## config.mk

```make
export PLATFORM = sky130hd
export DESIGN_NAME = power_mode_controller
export DESIGN_NICKNAME = d
export VERILOG_FILES = /design/src/sync_two_flop.v /design/src/power_domain_map.v /design/src/power_mode_controller.v
export VERILOG_INCLUDE_DIRS = /design/src /design/src/src
export SDC_FILE = /design/constraint.sdc
export NUM_CORES = 1
export LEC_CHECK = 0
export ABC_AREA = 1
export BUFFER_PORTS_ARGS = -buffer_cell sky130_fd_sc_hd__buf_2
export CAP_MARGIN = 20
export CORE_MARGIN = 2
export CORE_UTILIZATION = 47
export CTS_BUF_LIST = sky130_fd_sc_hd__clkbuf_4 sky130_fd_sc_hd__clkbuf_8
export DETAILED_ROUTE_END_ITERATION = 6
export PLACE_DENSITY = 0.75
export SETUP_SLACK_MARGIN = 0.2
export SLEW_MARGIN = 20
export SYNTH_ARGS = -nofsm -noshare
export SYNTH_HDL_FRONTEND = slang
export SYNTH_HIERARCHICAL = 1
export SYNTH_SLANG_ARGS = --single-unit
```

## constraint.sdc

```tcl
create_clock -name i_clock -period 2.2 [get_ports i_clock]
set_input_delay 0.44 -clock i_clock [delete_from_list [all_inputs] [get_ports i_clock]]
set_output_delay 0.44 -clock i_clock [all_outputs]
set_load 0.01 [all_outputs]
```

## src/power_mode_consts.vh

```
// Constants for the power-mode controller: register offsets, fields, codes, timing.
// Assumes inclusion by bare name from the domain-map and controller files; definitions only.
//
// Contract
// - Wake from memory retention timers-on resets system
// - Register retention keeps registers, SRAM; crystal optional
// - Register retention timers-off wakes by pin only
// - Register retention timers-on wakes pin, tick, comparator
// - Register retention wake resumes, never resets
// - Tick wake uses short pre-start when crystal idle
// - No short pre-start unless crystal ran before
// - Standby stops processor clock, keeps memories powered
// - Standby adds radio, misc wakes; no comparator
// - Code 100 picks timers-on by active slow source
// - Active keeps all domains powered, processor running
// - Codes 001..100 select power-saving modes; codes 101..111 are ignored
// - Wake-cause flags bits 7..5, cleared by read/entry
// - Pin wake from deep sleep, memory-off resets
`ifndef POWER_MODE_CONSTS_VH
`define POWER_MODE_CONSTS_VH

// Register byte offsets
`define PMC_ADDR_POWER_DOWN 8'h00
`define PMC_ADDR_SYS_CLK 8'h04
`define PMC_ADDR_SLOW_CLK 8'h08
`define PMC_ADDR_IRQ_STATUS 8'h0C
`define PMC_ADDR_IRQ_CLEAR 8'h10
`define PMC_ADDR_IRQ_ENABLE 8'h14
`define PMC_ADDR_MODE 8'h18
`define PMC_ADDR_STANDBY 8'h1C

// Reset values
`define PMC_SYS_CLK_RESET 8'h00
`define PMC_SLOW_CLK_RESET 3'h7

// Field positions
`define PMC_FLAG_PIN_BIT 7
`define PMC_FLAG_TICK_BIT 6
`define PMC_FLAG_COMP_BIT 5
`define PMC_KEEP_XTAL_BIT 7
`define PMC_START_SEL_HI 5
`define PMC_START_SEL_LO 4
`define PMC_XTAL_RUN_BIT 3

// Power-down mode codes
`define PMC_PD_NONE 3'h0
`define PMC_PD_DEEP 3'h1
`define PMC_PD_MEM_OFF 3'h2
`define PMC_PD_MEM_ON 3'h3
`define PMC_PD_REG 3'h4

// Start-select codes; 01 runs only the RC oscillator
`define PMC_START_RC_ONLY 2'h1
// Slow sources 000..100 are active, 101..111 are not
`define PMC_SLOW_LAST_ACTIVE 3'h4

// Wake vector bit positions
`define PMC_WAKE_PIN 0
`define PMC_WAKE_TICK 1
`define PMC_WAKE_COMP 2
`define PMC_WAKE_RADIO 3
`define PMC_WAKE_MISC 4
`define PMC_WAKE_W 5

// Domain enable vector: pins, pmgr+iram, slow osc, regs+sram, xtal, mem, voltage_regulator, io
`define PMC_DOM_W 8
`define PMC_XTAL_DOM_BIT 4

// Controller states
`define PMC_ST_ACTIVE 3'h0
`define PMC_ST_DEEP 3'h1
`define PMC_ST_MEM_OFF 3'h2
`define PMC_ST_MEM_ON 3'h3
`define PMC_ST_REG_OFF 3'h4
`define PMC_ST_REG_ON 3'h5
`define PMC_ST_STANDBY 3'h6
`define PMC_ST_WAKE 3'h7

// Timing
`define PMC_CLOCK_MHZ 200
`define PMC_LONG_PRESTART_US 100
`define PMC_STANDBY_WAKE_NS 100
`define PMC_SHORT_PRESTART_CYCLES 4
`define PMC_CNT_W 16

`endif

```

## src/sync_two_flop.v

```verilog
// Two-flop synchroniser for asynchronous level inputs.
// Assumes one clock and an already synchronised active-low reset.
`timescale 1ns/1ps
module sync_two_flop #(
  parameter WIDTH = 1
) (
  // Clock and reset
  input wire i_clock,
  input wire i_rst_n,
  // Data
  input wire [WIDTH-1:0] i_async,
  output reg [WIDTH-1:0] o_sync
);
  reg [WIDTH-1:0] stage1;

  // First stage feeds only the second
  always @(posedge i_clock or negedge i_rst_n) begin
    if (!i_rst_n) begin
      stage1 <= {WIDTH{1'b0}};
      o_sync <= {WIDTH{1'b0}};
    end else begin
      stage1 <= i_async;
      o_sync <= stage1;
    end
  end
endmodule

```

## src/power_domain_map.v

```verilog
// Per-state map of powered domains and permitted wake sources.
// Assumes state codes from the constants header; purely combinational.
`timescale 1ns/1ps
`include "power_mode_consts.vh"
module power_domain_map (
  // Inputs
  input wire [2:0] i_state,
  input wire i_keep_xtal,
  // Outputs
  output reg [`PMC_DOM_W-1:0] o_domains,
  output reg [`PMC_WAKE_W-1:0] o_allowed
);
  always @* begin
    o_domains = 8'hFF;
    o_allowed = 5'h00;
    case (i_state)
      `PMC_ST_ACTIVE: begin
        o_domains = 8'hFF;
      end
      `PMC_ST_DEEP: begin
        o_domains = 8'h01;
        o_allowed = 5'h01;
      end
      `PMC_ST_MEM_OFF: begin
        o_domains = 8'h03;
        o_allowed = 5'h01;
      end
      `PMC_ST_MEM_ON: begin
        o_domains = 8'h07;
        o_allowed = 5'h07;
      end
      `PMC_ST_REG_OFF: begin
        o_domains = {3'h0, i_keep_xtal, 4'hF};
        o_allowed = 5'h01;
      end
      `PMC_ST_REG_ON: begin
        o_domains = {3'h0, i_keep_xtal, 4'hF};
        o_allowed = 5'h07;
      end
      `PMC_ST_STANDBY: begin
        o_domains = 8'hFF;
        o_allowed = 5'h1B;
      end
      `PMC_ST_WAKE: begin
        o_domains = 8'hFF;
      end
      default: begin
        o_domains = 8'hFF;
      end
    endcase
  end
endmodule

```

## src/power_mode_controller.v

```verilog
// Power-mode controller: APB registers, mode entry, wake gating, pre-start and resume.
// Assumes one 200 MHz clock, an APB master, asynchronous wake pins and crystal status.
`timescale 1ns/1ps
`include "power_mode_consts.vh"
module power_mode_controller #(
  parameter [`PMC_CNT_W-1:0] LONG_PRESTART_CYCLES = `PMC_LONG_PRESTART_US * `PMC_CLOCK_MHZ,
  parameter [`PMC_CNT_W-1:0] SHORT_PRESTART_CYCLES = `PMC_SHORT_PRESTART_CYCLES,
  parameter [`PMC_CNT_W-1:0] STANDBY_WAKE_CYCLES = (`PMC_STANDBY_WAKE_NS * `PMC_CLOCK_MHZ) / 1000
) (
  // Clock and reset
  input wire i_clock,
  input wire i_rst_n,
  // APB slave
  input wire i_psel,
  input wire i_penable,
  input wire i_pwrite,
  input wire [7:0] i_paddr,
  input wire [31:0] i_pwdata,
  output reg [31:0] o_prdata,
  output reg o_pready,
  output reg o_pslverr,
  // Wake sources
  input wire i_wake_pin,
  input wire i_wake_tick,
  input wire i_wake_comp,
  input wire i_radio_interrupt,
  input wire i_misc_interrupt,
  // Oscillator status
  input wire i_fast_crystal_running,
  // Power and execution control
  output reg [`PMC_DOM_W-1:0] o_domain_power,
  output reg o_cpu_clock_en,
  output reg o_cpu_resume,
  output reg o_system_reset,
  output reg o_short_prestart,
  output reg o_irq
);

  // ----------------------------------------
  // Reset release
  // ----------------------------------------
  reg rst_meta_n;
  reg rst_n;

  always @(posedge i_clock or negedge i_rst_n) begin
    if (!i_rst_n) begin
      rst_meta_n <= 1'b0;
      rst_n <= 1'b0;
    end else begin
      rst_meta_n <= 1'b1;
      rst_n <= rst_meta_n;
    end
  end

  // ----------------------------------------
  // Input synchronisers
  // ----------------------------------------
  wire [3:0] async_sync;
  wire [`PMC_WAKE_W-1:0] wake_vec;
  wire xtal_running;

  sync_two_flop #(
    .WIDTH(4)
  ) u_sync (
    .i_clock(i_clock),
    .i_rst_n(rst_n),
    .i_async({i_fast_crystal_running, i_wake_comp, i_wake_tick, i_wake_pin}),
    .o_sync(async_sync)
  );

  // Radio and misc interrupts are on this clock already
  assign wake_vec = {i_misc_interrupt, i_radio_interrupt, async_sync[2:0]};
  assign xtal_running = async_sync[3];

  // ----------------------------------------
  // Register state
  // ----------------------------------------
  reg [2:0] state;
  reg [7:0] sys_clk_ctrl;
  reg [2:0] slow_src;
  reg [2:0] wake_flags;
  reg [3:0] irq_status;
  reg [3:0] irq_enable;
  reg xtal_at_entry;
  reg reset_on_wake;
  reg [`PMC_CNT_W-1:0] wake_count;

  wire [`PMC_DOM_W-1:0] domains;
  wire [`PMC_WAKE_W-1:0] allowed;

  power_domain_map u_map (
    .i_state(state),
    .i_keep_xtal(sys_clk_ctrl[`PMC_KEEP_XTAL_BIT]),
    .o_domains(domains),
    .o_allowed(allowed)
  );

  // ----------------------------------------
  // APB decode
  // ----------------------------------------
  function addr_mapped;
    input [7:0] addr;
    begin
      case (addr)
        `PMC_ADDR_POWER_DOWN,
        `PMC_ADDR_SYS_CLK,
        `PMC_ADDR_SLOW_CLK,
        `PMC_ADDR_IRQ_STATUS,
        `PMC_ADDR_IRQ_CLEAR,
        `PMC_ADDR_IRQ_ENABLE,
        `PMC_ADDR_MODE,
        `PMC_ADDR_STANDBY: addr_mapped = 1'b1;
        default: addr_mapped = 1'b0;
      endcase
    end
  endfunction

  wire setup_phase;
  wire access_done;
  wire wr_done;
  wire rd_done;

  assign setup_phase = i_psel && !i_penable;
  assign access_done = i_psel && i_penable && o_pready;
  assign wr_done = access_done && i_pwrite && addr_mapped(i_paddr);
  assign rd_done = access_done && !i_pwrite && addr_mapped(i_paddr);

  wire wr_power_down;
  wire wr_standby;
  wire rd_power_down;
  wire [2:0] pd_code;

  assign wr_power_down = wr_done && (i_paddr == `PMC_ADDR_POWER_DOWN);
  assign wr_standby = wr_done && (i_paddr == `PMC_ADDR_STANDBY) && i_pwdata[0];
  assign rd_power_down = rd_done && (i_paddr == `PMC_ADDR_POWER_DOWN);
  assign pd_code = i_pwdata[2:0];

  reg [31:0] read_mux;

  always @* begin
    read_mux = 32'h0000_0000;
    case (i_paddr)
      `PMC_ADDR_POWER_DOWN: read_mux = {24'h000000, wake_flags, 5'h00};
      `PMC_ADDR_SYS_CLK: read_mux = {24'h000000, sys_clk_ctrl};
      `PMC_ADDR_SLOW_CLK: read_mux = {24'h000000, 4'h0, xtal_running, slow_src};
      `PMC_ADDR_IRQ_STATUS: read_mux = {28'h0000000, irq_status};
      `PMC_ADDR_IRQ_ENABLE: read_mux = {28'h0000000, irq_enable};
      `PMC_ADDR_MODE: read_mux = {29'h00000000, state};
      default: read_mux = 32'h0000_0000;
    endcase
  end

  // One wait-free access phase: ready comes from the setup cycle
  always @(posedge i_clock or negedge rst_n) begin
    if (!rst_n) begin
      o_pready <= 1'b0;
      o_pslverr <= 1'b0;
      o_prdata <= 32'h0000_0000;
    end else begin
      o_pready <= setup_phase;
      o_pslverr <= setup_phase && !addr_mapped(i_paddr);
      if (setup_phase && !i_pwrite) begin
        o_prdata <= read_mux;
      end
    end
  end

  // ----------------------------------------
  // Clock control and interrupt-enable registers
  // ----------------------------------------
  always @(posedge i_clock or negedge rst_n) begin
    if (!rst_n) begin
      sys_clk_ctrl <= `PMC_SYS_CLK_RESET;
      slow_src <= `PMC_SLOW_CLK_RESET;
      irq_enable <= 4'h0;
    end else if (wr_done) begin
      if (i_paddr == `PMC_ADDR_SYS_CLK) begin
        sys_clk_ctrl <= i_pwdata[7:0];
      end
      if (i_paddr == `PMC_ADDR_SLOW_CLK) begin
        slow_src <= i_pwdata[2:0];
      end
      if (i_paddr == `PMC_ADDR_IRQ_ENABLE) begin
        irq_enable <= i_pwdata[3:0];
      end
    end
  end

  // ----------------------------------------
  // Mode entry and wake sequencing
  // ----------------------------------------
  wire asleep;
  wire [`PMC_WAKE_W-1:0] wake_hit;
  wire wake_now;
  wire slow_active;
  wire xtal_idle_cfg;
  wire use_short;

  assign asleep = (state != `PMC_ST_ACTIVE) && (state != `PMC_ST_WAKE);
  assign wake_hit = wake_vec & allowed;
  assign wake_now = asleep && (|wake_hit);
  assign slow_active = (slow_src <= `PMC_SLOW_LAST_ACTIVE);
  assign xtal_idle_cfg = (sys_clk_ctrl[`PMC_START_SEL_HI:`PMC_START_SEL_LO] == `PMC_START_RC_ONLY);
  assign use_short = (state == `PMC_ST_REG_ON) && wake_hit[`PMC_WAKE_TICK] &&
                     (xtal_idle_cfg || sys_clk_ctrl[`PMC_KEEP_XTAL_BIT]) && xtal_at_entry;

  wire enter_mode;

  assign enter_mode = (state == `PMC_ST_ACTIVE) && wr_power_down &&
                      (pd_code != `PMC_PD_NONE) && (pd_code <= `PMC_PD_REG);

  reg [2:0] next_state;

  always @* begin
    next_state = state;
    case (pd_code)
      `PMC_PD_DEEP: next_state = `PMC_ST_DEEP;
      `PMC_PD_MEM_OFF: next_state = `PMC_ST_MEM_OFF;
      `PMC_PD_MEM_ON: next_state = `PMC_ST_MEM_ON;
      `PMC_PD_REG: next_state = slow_active ? `PMC_ST_REG_ON : `PMC_ST_REG_OFF;
      default: next_state = state;
    endcase
  end

  always @(posedge i_clock or negedge rst_n) begin
    if (!rst_n) begin
      state <= `PMC_ST_ACTIVE;
      xtal_at_entry <= 1'b0;
      reset_on_wake <= 1'b0;
      wake_count <= {`PMC_CNT_W{1'b0}};
      o_cpu_resume <= 1'b0;
      o_system_reset <= 1'b0;
      o_short_prestart <= 1'b0;
    end else begin
      o_cpu_resume <= 1'b0;
      o_system_reset <= 1'b0;
      case (state)
        `PMC_ST_ACTIVE: begin
          if (enter_mode) begin
            state <= next_state;
            xtal_at_entry <= xtal_running;
          end else if (wr_standby) begin
            state <= `PMC_ST_STANDBY;
          end
        end
        `PMC_ST_DEEP,
        `PMC_ST_MEM_OFF,
        `PMC_ST_MEM_ON,
        `PMC_ST_REG_OFF,
        `PMC_ST_REG_ON,
        `PMC_ST_STANDBY: begin
          if (wake_now) begin
            state <= `PMC_ST_WAKE;
            reset_on_wake <= (state == `PMC_ST_DEEP) || (state == `PMC_ST_MEM_OFF) ||
                             (state == `PMC_ST_MEM_ON);
            o_short_prestart <= use_short;
            if (state == `PMC_ST_STANDBY) begin
              wake_count <= STANDBY_WAKE_CYCLES;
            end else if (use_short) begin
              wake_count <= SHORT_PRESTART_CYCLES;
            end else begin
              wake_count <= LONG_PRESTART_CYCLES;
            end
          end
        end
        `PMC_ST_WAKE: begin
          if (wake_count <= 16'h0001) begin
            state <= `PMC_ST_ACTIVE;
            o_system_reset <= reset_on_wake;
            o_cpu_resume <= !reset_on_wake;
            o_short_prestart <= 1'b0;
          end else begin
            wake_count <= wake_count - 16'h0001;
          end
        end
        default: begin
          state <= `PMC_ST_ACTIVE;
        end
      endcase
    end
  end

  // ----------------------------------------
  // Wake-cause flags and interrupt status
  // ----------------------------------------
  wire [2:0] flag_set;
  wire [3:0] irq_set;
  wire [3:0] irq_clr;

  assign flag_set = wake_now ? wake_hit[`PMC_WAKE_COMP:`PMC_WAKE_PIN] : 3'h0;
  assign irq_set = wake_now ? {wake_hit[`PMC_WAKE_MISC] | wake_hit[`PMC_WAKE_RADIO],
                               wake_hit[`PMC_WAKE_COMP:`PMC_WAKE_PIN]} : 4'h0;
  assign irq_clr = (wr_done && (i_paddr == `PMC_ADDR_IRQ_CLEAR)) ? i_pwdata[3:0] : 4'h0;

  always @(posedge i_clock or negedge rst_n) begin
    if (!rst_n) begin
      wake_flags <= 3'h0;
      irq_status <= 4'h0;
    end else begin
      // Set wins over a same-cycle read or entry clear
      if (enter_mode || rd_power_down) begin
        wake_flags <= {flag_set[0], flag_set[1], flag_set[2]};
      end else begin
        wake_flags <= wake_flags | {flag_set[0], flag_set[1], flag_set[2]};
      end
      irq_status <= (irq_status & ~irq_clr) | irq_set;
    end
  end

  // ----------------------------------------
  // Registered outputs
  // ----------------------------------------
  always @(posedge i_clock or negedge rst_n) begin
    if (!rst_n) begin
      o_domain_power <= 8'hFF;
      o_cpu_clock_en <= 1'b1;
      o_irq <= 1'b0;
    end else begin
      o_domain_power <= domains;
      o_cpu_clock_en <= (state == `PMC_ST_ACTIVE);
      o_irq <= |(irq_status & irq_enable);
    end
  end

endmodule

```

== After elaboration in Yosys (flattened, before gate mapping) ==
Memories as Yosys holds them, arrays and structs flattened.
Index checks and enable logic that the tools add are counted.

* Register bits: 100
* ROM bits: 96
* Input port bits: 51
* Output and inout port bits: 47
* Word-level logic and storage cells: 141
* Memories kept: 3

* Add/subtract/negate cells: 1
* Magnitude comparators: 3
* Eq/ne operators: 25
* Mux-type cells: 29
* Bitwise logic cells: 7
* Reduce and logical (&&, ||, !) cells: 51

{| class="wikitable"
|+ Memories
! memory !! words !! bits a word !! read ports !! clocked after memory_dff !! wr ports !! RTL line !! RTL
|-
| (no name shown) || 32 || 1 || 1 || 0 || 0 || power_mode_controller.v:104 || <nowiki>case (addr)</nowiki>
|-
| (no name shown) || 32 || 1 || 1 || 0 || 0 || power_mode_controller.v:104 ||
|-
| (no name shown) || 32 || 1 || 1 || 0 || 0 || power_mode_controller.v:104 ||
|}

{| class="wikitable"
|+ Operators with widths
! cell !! count
|-
| one-hot mux 8 bit (6 select lines) || 1
|-
| one-hot mux 8 bit (5 select lines) || 1
|-
| == test 8 x 5 -> 1 bit, second input constant || 4
|-
| two-way mux 16 bit || 2
|-
| one-hot mux 16 bit (2 select lines) || 1
|-
| two-way mux 15 bit || 2
|-
| logical AND 1 bit || 22
|-
| two-way mux 3 bit || 6
|-
| == test 8 x 4 -> 1 bit, second input constant || 2
|-
| <= comparator 16 x 1 -> 1 bit, second input constant || 1
|-
| subtractor 16 x 1 -> 16 bit, second input constant || 1
|-
| == test 3 bit, second input constant || 5
|-
| one-hot mux 5 bit (3 select lines) || 1
|-
| == test 3 x 2 -> 1 bit, second input constant || 4
|-
| one-hot mux 3 bit (4 select lines) || 1
|-
| two-way mux 1 bit || 10
|-
| AND reduction 2 bit || 5
|-
| one-hot mux 3 bit (3 select lines) || 1
|-
| AND 4 bit || 2
|-
| == test 8 x 3 -> 1 bit, second input constant || 1
|-
| logical NOT 8 bit || 1
|-
| two-way mux 4 bit || 2
|-
| == test 3 x 1 -> 1 bit, second input constant || 2
|-
| <= comparator 3 bit, second input constant || 2
|-
| 22 further kinds || 36
|}

== Longest topological paths before layout ==
Gate-level depths: netlist of the first run.

* Word-level depth: 11
* Gate-level depth with buffers: 14
* Mapped depth without buffers: 12

== Cells and area by module ==
Netlist of the first run, hierarchy kept.

{| class="wikitable"
|+ Modules (own cells, without submodules)
! module !! instances !! cells an instance !! area each (µm²) !! seq. area each (µm²)
|-
| power_mode_controller || 1 || 466 || 3580.9 || 1716.6
|-
| sync_two_flop || 1 || 8 || 200.2 || 200.2
|-
| power_domain_map || 1 || 28 || 136.4 || 0.0
|}

== Least setup slack after synthesis of the first run ==
No wires, ideal clock.

* Path kind: register to register
* From: register state[1]
* To: register wake_count[13]
* Setup time: 0.121 ns
* Data arrival time: 1.608 ns
* Required time: 2.079 ns
* Slack: 0.471 ns
* Cell stages (with the launch flop): 13
* Buffers on the path: 1
* Clock period less this slack: 1.729 ns
* Cell sequence: dfrtp_1 > nor2_1 > o21ai_1 > nand2_1 > nand3_1 > nor2_1 > nand2_2 > nand2_2 > nor2_4 > inv_2 > buf_6 > nand2_1 > o21ai_1

* Cells in the longest elaborated chain, start to end: 8
* Elaborated cells on any way between the ends: 24
* Those cells by class: eq/ne: 10; mux: 4; bitwise: 1; reduce/logical: 9

{| class="wikitable"
|+ RTL lines
! item !! RTL line !! RTL
|-
| from (decl) || power_mode_controller.v:78 || <nowiki>reg [2:0] state;</nowiki>
|-
| from (signal assigned) || power_mode_controller.v:227 || <nowiki>state <= `PMC_ST_ACTIVE;</nowiki>
|-
| from (signal assigned) || power_mode_controller.v:240 || <nowiki>state <= next_state;</nowiki>
|-
| from (signal assigned) || power_mode_controller.v:243 || <nowiki>state <= `PMC_ST_STANDBY;</nowiki>
|-
| == test 3 x 1 -> 1 bit (tied with other cells) || power_domain_map.v:16 || <nowiki>case (i_state)</nowiki>
|-
| OR reduction 3 bit (no source line) / OR reduction 2 bit (equally long branches) || - ||
|-
| one-hot mux 5 bit (3 select lines) * || power_domain_map.v:16 ||
|-
| named net allowed[1] || power_mode_controller.v:89 || <nowiki>wire [`PMC_WAKE_W-1:0] allowed;</nowiki>
|-
| AND 5 bit * || power_mode_controller.v:200 || <nowiki>assign wake_hit = wake_vec & allowed;</nowiki>
|-
| OR reduction 5 bit * || power_mode_controller.v:201 || <nowiki>assign wake_now = asleep && (|wake_hit);</nowiki>
|-
| logical AND 1 bit * || power_mode_controller.v:201 ||
|-
| inequality test 2 bit (no source line) * || - ||
|-
| AND reduction 3 bit (no source line) * || - ||
|-
| to (signal assigned) || power_mode_controller.v:230 || <nowiki>wake_count <= {`PMC_CNT_W{1'b0}};</nowiki>
|-
| to (signal assigned) || power_mode_controller.v:273 || <nowiki>wake_count <= wake_count - 16'h0001;</nowiki>
|-
| to (decl) || power_mode_controller.v:86 || <nowiki>reg [`PMC_CNT_W-1:0] wake_count;</nowiki>
|}

The timed path passes the listed nets; every way through them passes the cells marked *. The select of a mux whose other input is x is not followed.
A chain may end at the register's enable or synchronous reset.

== Worst setup path in the final report of the first run ==
* From: register state[2]
* To: register wake_count[0]

Same word-level chain as after synthesis.

==> key figures, run 1 <==
STA
  • Hold_ws: 192.2 ps
  • Final setup viols: 0
  • Clock skew: 9.959 ps
  • Slew Limit Fails: 0
  • Slew HR: 0.5773
  • Final worst-path cycle share: 0.8605
  • Hold Violations, Final: 0
  • Setup total negative slack: 0 ps
  • Unrepaired setup endpoints after global routing: false
  • Worst-margin pin slew: 629.2 ps
  • Fmax: 0.5283 GHz
  • Final min period: 1893 ps

Floorplanning
  • Core ar.: 8134 um^2
  • Initial core utilization: 0.4816
  • Die Ht: 95.30 um
  • IO Count: 98
  • Site Rows: 33
  • Die area: 9081 um^2
  • Width of the die: 95.30 um

Power
  • Peak VDD IR: 533.3 uV
  • PD cells: 1165 nW/um^2
  • Lkg Pwr: 2.310 nW

Finish
  • Share of cells above drive strength 1: 0.1933
  • Area grow syn2layout: 14.40%
  • Diode count: 0
  • Post-route cell area: 4482 um^2
  • Fill cells: 743
  • Final nets: 617

Yosys
  • Number of synthesized flops with an enable pin: 0
  • Total number of yosys warnings: 6
  • Register bit count reported by yosys: 76
  • Ys async rst share: 1.000
  • Synth area leader: dfrtp_1
  • Post-Synthesis Cell Area: 3918 um^2
  • Synth cell count leaders: nand2_1 (147), dfrtp_1 (64), nor2_1 (56)
  • Yosys top cell area share: 0.4088
  • Cell with the most instances after synthesis: nand2_1
  • Most used DFF post-synth: dfrtp_1
  • Mapped Avg Cell Area: 7.804 um^2
  • Register area share after synthesis: 0.4893
  • Ranking of synthesized cells by area: dfrtp_1 (41%), nand2_1 (14%), dfstp_2 (8.0%)
  • Cells after synthesis: 502
  • Synth unique cells: 33

Min path
  • Hold Crit Class: in -> reg

Setup path
  • CP startpoint kind: flop
  • CP max-delay cell: dfrtp_2
  • Worst EP arrival: 2120 ps
  • Critical path buffer and inverter count: 1
  • Crit path capture type: flop
  • Critical path's top delay family: simple AND/OR/NAND/NOR gates
  • CP peak stage delay: 490 ps
  • Crit path top cell by count: nand2_2
  • Critical path class: reg -> reg
  • Crit Path Max Fanout: 13
  • CP Cell Sequence: nand2_2 > nand2_2 > o21ai_1 > nand2_1 > nand3_1 > nor2_2 > nand2_2 > nand2_2 > nor2_4 > inv_2 > nand2_1 > o21ai_0
  • Critical path required time: 2430 ps

GRT
  • Vias in the first global route: 3072
  • First-pass GRT wire length: 13750 um
  • GRT overflow: 0
  • GRT Total Usage: 0.1954
  • Largest net degree at the start of global routing: 39
  • Initial antenna violation count: 0

Route
  • Routed wl met3: 520 um
  • DR iter-0 viols: 239
  • Via count: 3402
  • DRC viols: 0
  • Met2 WL post-DR: 3700 um
  • DRT Pass-1 Iters: 5
  • Average wire per standard cell: 12.35 um
  • Met1 WL: 3955 um
  • Via/cell ratio: 5.047
  • Antenna viol nets, final: 0
  • Total Wirelength: 8325 um
  • Top Layer Used: met4

Run
  • Max-cap viol count: 0

Clock network
  • CTS tree: built
  • Clock slew at reported path FFs: 70 ps
  • Worst skew pair latency: 360 ps
  • CTS Buf Count: 9
  • H-tree Lvls: 3
  • Max Root-Sink Buffers: 2
  • Clock root buffer master: clkbuf_8
  • CTS Sinks: 76

Status
  • Status: complete, no violations

Place
  • RD Place Congestion: 0.9195
  • Final HPWL DP: 6119 um
  • IO buf count: 49
  • Placed cell area: 4187 um^2
## worst register-to-register path: stages (launching register included)
cell and delay, ps:
dfrtp_2 490, nand2_2 120, nand2_2 70, o21ai_1 180, nand2_1 100, nand3_1 100, nor2_2 50, nand2_2 80
nand2_2 70, nor2_4 190, inv_2 160, nand2_1 80, o21ai_0 70
## stage by stage
step                  util  std cells  setup slack [ps]  total power, W
global route        0.5510        674             193.5        0.005629
detailed placement  0.5147        651             199.4        0.003893
finish              0.5510        674             307.0        0.005224
floorplan                -        525             471.4        0.003512
global placement    0.5147        651             241.3        0.003816
CTS                 0.5431        668             250.9        0.005077
## logic make-up after synthesis
logic type               synth area share
AND/OR/NAND/NOR                    0.2846
adder cells (fa/ha/maj)          0.006387
other                            0.002874
flip-flops                         0.4893
AO/OA/AOI/OAI                     0.09326
buffers and inverters              0.1124
XOR/XNOR                          0.01118
## per-layer routing
metal / vias to the layer above / track usage
li1: 1663 / -
met1: 1597 / 0.2724
met2: 127 / 0.3046
met3: 15 / 0.03083
met4: 0 / 0.07971
met5: - / 0
## cell usage in the layout (no fill, tap or decap), types with 2 or more instances in the layout
cell type and count:
a21oi_1 13, buf_2 49, buf_4 8, bufinv_16 2
clkbuf_8 9, clkinvlp_4 2, conb_1 26, dfrtp_1 60
dfrtp_2 4, dfstp_2 12, ha_1 2, inv_1 52
inv_2 2, nand2_1 146, nand2_2 6, nand3_1 36
nand3b_1 2, nand4_1 6, nor2_1 54, nor2_2 3
nor2_4 2, nor3_1 4, o211ai_1 4, o21ai_0 34
o21ai_1 7, o21ai_2 2, o21bai_1 2, o22ai_1 4
xnor2_1 3, xor2_1 2
## worst paths after layout
check,start,end,slack [ps],cells after the start
setup / recovery,state[2]$_DFFE_PN0P_,wake_count[0]$_DFFE_PN0P_,310,12
hold / removal,i_fast_crystal_running,u_sync/stage1[3]$_DFF_PN0_,190,1
setup reg to reg,state[2]$_DFFE_PN0P_,wake_count[0]$_DFFE_PN0P_,310,12
hold reg to reg,rst_n$_DFF_PN0_,wake_count[15]$_DFFE_PN0P_,200,0
max in group asynchronous,rst_n$_DFF_PN0_,o_domain_power[3]$_DFF_PN1_,1330,1
min in group asynchronous,rst_n$_DFF_PN0_,wake_count[15]$_DFFE_PN0P_,200,0
## final cells by class
cell class | count | area (um^2) | area share
inverters | 54 | 202.7 | 0.04523
repair buffers | 60 | 346.6 | 0.07733
multi-input cells | 363 | 1659 | 0.3702
clock inverters | 6 | 88.84 | 0.01982
clock buffers | 10 | 131.4 | 0.02931
flip-flops and latches | 76 | 1922 | 0.4288
well taps | 105 | 131.4 | 0.02931
## state kept, by name (all words and copies together), names as in the netlist
name,flops
irq_enable,4
irq_status,4
o_cpu_clock_en,1
o_cpu_resume,1
o_domain_power,8
o_irq,1
o_prdata,8
o_pready,1
o_pslverr,1
o_short_prestart,1
o_system_reset,1
reset_on_wake,1
rst_meta_n,1
rst_n,1
slow_src,3
state,3
sys_clk_ctrl,8
u_sync/o_sync,4
u_sync/stage1,4
wake_count,16
wake_flags,3
xtal_at_entry,1
## power breakdown
| part | internal (W) | total [W] | switching, W |
|---|---|---|---|
| clock network | 0.000651 | 0.00117 | 0.000518 |
| logic | 0.000754 | 0.00212 | 0.00136 |
| registers | 0.00169 | 0.00194 | 0.000252 |
| total | 0.00309 | 0.00522 | 0.00213 |
## repair_timing
action,CTS,global route
endpoints found under the hold margin,2,0
hold buffers,1,0
pin swaps,0,2
resized for setup,1,7
setup endpoints to repair,3,18
setup buffers,0,6
Power figures use the tool's default switching activity.
==> inputs of run 2 (changes only) <==
--- a/config.mk
+++ b/config.mk
@@ -9,10 +9,10 @@
 export ABC_AREA = 1
 export BUFFER_PORTS_ARGS = -buffer_cell sky130_fd_sc_hd__buf_2
 export CAP_MARGIN = 20
-export CORE_MARGIN = 2
 export CORE_UTILIZATION = 47
 export CTS_BUF_LIST = sky130_fd_sc_hd__clkbuf_4 sky130_fd_sc_hd__clkbuf_8
 export DETAILED_ROUTE_END_ITERATION = 6
+export GPL_TIMING_DRIVEN = 0
 export PLACE_DENSITY = 0.75
 export SETUP_SLACK_MARGIN = 0.2
 export SLEW_MARGIN = 20
==> run 2 against run 1 <==
Routed wire length up 3.1%. Total power up 5.3%. Maximum frequency up 0.75%. Clock skew down 0.96 ps. Sequential share of layout area down 2.5 points. Die area down 4.2%. Highest routed layer unchanged.
==> key figures, run 2 (same netlist as run 1, synthesis figures left out) <==
Route
  • DR iter-0 viols: 344 (was 239)
  • DRC viols: 0 (unchanged)
  • Via count: 3470 (was 3402)
  • DRT Pass-1 Iters: 5 (unchanged)
  • Antenna viol nets, final: 0 (unchanged)
  • Average wire per standard cell: 12.16 um (was 12.35 um)
  • Via/cell ratio: 4.915 (was 5.047)
  • Total Wirelength: 8585 um (was 8325 um)

Floorplanning
  • Die area: 8704 um^2 (was 9081 um^2)
  • Site Rows: 32 (was 33)
  • Die Ht: 93.30 um (was 95.30 um)
  • IO Count: 98 (unchanged)
  • Core ar.: 7888 um^2 (was 8134 um^2)
  • Initial core utilization: 0.4967 (was 0.4816)
  • Width of the die: 93.30 um (was 95.30 um)

Clock network
  • CTS Sinks: 76 (unchanged)
  • CTS Buf Count: 9 (unchanged)
  • Worst skew pair latency: 360 ps (about the same)
  • H-tree Lvls: 3 (unchanged)
  • Clock root buffer master: clkbuf_8 (unchanged)
  • Max Root-Sink Buffers: 2 (unchanged)
  • CTS tree: built (unchanged)
  • Clock slew at reported path FFs: 80 ps (was 70 ps)

STA
  • Hold Violations, Final: 0 (unchanged)
  • Worst-margin pin slew: 602.8 ps (was 629.2 ps)
  • Fmax: 0.5322 GHz (was 0.5283 GHz)
  • Slew Limit Fails: 0 (unchanged)
  • Clock skew: 8.999 ps (was 9.959 ps)
  • Final min period: 1879 ps (was 1893 ps)
  • Unrepaired setup endpoints after global routing: false (unchanged)
  • Final setup viols: 0 (unchanged)
  • Setup total negative slack: 0 ps (unchanged)
  • Slew HR: 0.5951 (was 0.5773)
  • Final worst-path cycle share: 0.8541 (was 0.8605)

Place
  • Placed cell area: 4408 um^2 (was 4187 um^2)
  • IO buf count: 49 (unchanged)
  • RD Place Congestion: 0.8778 (was 0.9195)
  • DP Cell Count: 677 (was 651)
  • Final HPWL DP: 6268 um (was 6119 um)

GRT
  • Vias in the first global route: 3108 (was 3072)
  • Grt met3 use: 0.05366 (was 0.03083)
  • GRT overflow: 0 (unchanged)
  • Grt met2 use: 0.3192 (was 0.3046)
  • GRT Total Usage: 0.2136 (was 0.1954)
  • Grt met1 use: 0.2960 (was 0.2724)
  • First-pass GRT wire length: 14270 um (was 13750 um)
  • Largest net degree at the start of global routing: 55 (was 39)
  • Initial antenna violation count: 0 (unchanged)
  • Grt peak-use layer: met2 (unchanged)

Finish
  • Commonest cells after routing, fill and taps aside: nand2_1 (147), dfrtp_1 (60), nor2_1 (54) (was nand2_1 (146), dfrtp_1 (60), nor2_1 (54))
  • Largest register FFs: 16 (unchanged)
  • Final nets: 652 (was 617)
  • Area grow syn2layout: 21.62% (was 14.40%)
  • Diode count: 0 (unchanged)
  • Non-Filler Instances: 706 (was 674)
  • Largest Register: wake_count (unchanged)
  • Post-route cell area: 4765 um^2 (was 4482 um^2)
  • Commonest non-fill, non-tap cell in the layout: nand2_1 (unchanged)
  • Share of cells above drive strength 1: 0.2434 (was 0.1933)

Setup path
  • Crit path capture type: flop (unchanged)
  • Worst EP arrival: 2130 ps (was 2120 ps)
  • Critical path required time: 2450 ps (was 2430 ps)
  • Critical path class: reg -> reg (unchanged)
  • CP startpoint kind: flop (unchanged)
  • Crit Path Max Fanout: 10 (was 13)

Power
  • PD cells: 1154 nW/um^2 (was 1165 nW/um^2)
  • Peak VDD IR: 594.1 uV (was 533.3 uV)
  • Lkg Pwr: 2.493 nW (was 2.310 nW)

Status
  • Status: complete, no violations (unchanged)

Min path
  • Hold Crit Class: in -> reg (unchanged)

Run
  • Max-cap viol count: 0 (unchanged)
-- run 2: worst paths after layout --
kind,start,to,slack (ps),cells after the start
worst max-delay path,state[1]$_DFFE_PN0P_,wake_count[5]$_DFFE_PN0P_,320,12
worst min-delay path,i_wake_comp,u_sync/stage1[2]$_DFF_PN0_,170,1
worst max register to register,state[1]$_DFFE_PN0P_,wake_count[5]$_DFFE_PN0P_,320,12
worst min register to register,rst_n$_DFF_PN0_,wake_count[1]$_DFFE_PN0P_,220,0
max in group asynchronous,rst_n$_DFF_PN0_,o_domain_power[5]$_DFF_PN1_,1380,1
min in group asynchronous,rst_n$_DFF_PN0_,wake_count[1]$_DFFE_PN0P_,220,0
-- run 2: layout make-up --
type	count	area, um^2
Timing Repair Buffer	63	367.9
Multi-Input combinational cell	363	1675
Sequential cell	76	1924
Buffer	32	237.7
Inverter	54	202.7
Clock buffer	11	145.1
Fill cell	708	3123
Tap cell	102	127.6
Clock inverter	5	83.83
-- run 2: critical path, cell delays in order (launching register included) --
cell     delay, ps
dfrtp_2        450
buf_2          200
buf_4          130
nand3_4        150
nand2_4        120
inv_2           60
nand2_2         80
nand2_2         60
nor2_4         150
inv_2           90
buf_6          150
nand2_1         60
nand2_1         50
-- run 2: metrics by stage --
stage	utilization	hold slack, ps	total power (W)	setup WS [ps]
floorplan	-	144.4	0.003512	471.4
global placement	0.5550	226.3	0.003944	222.1
detailed placement	0.5589	220.8	0.004026	123.0
CTS	0.5896	161.6	0.005266	203.0
global route	0.6041	158.2	0.005946	171.4
finish	0.6041	175.0	0.005500	321.0
-- run 2: repair_timing --
action | CTS | global route
resized for setup | 3 | 10
setup buffers | 0 | 12
pin swaps | 0 | 2
endpoints found under the setup margin | 12 | 14
endpoints found under the hold margin | 2 | 0
hold buffers | 1 | 0
-- run 2: power breakdown --
group | switching [W] | leakage [nW] | internal (W)
Clock | 0.000535 | 0.110 | 0.000686
Combinational | 0.00145 | 1.48 | 0.000917
Sequential | 0.000224 | 0.901 | 0.00169
Total | 0.00221 | 2.49 | 0.00329
-- run 2: per-layer routing --
metal	vias to the layer above	wire length, um
li1	1732	-
met1	1599	3920
met2	129	3908
met3	10	617
met4	0	138
met5	-	0
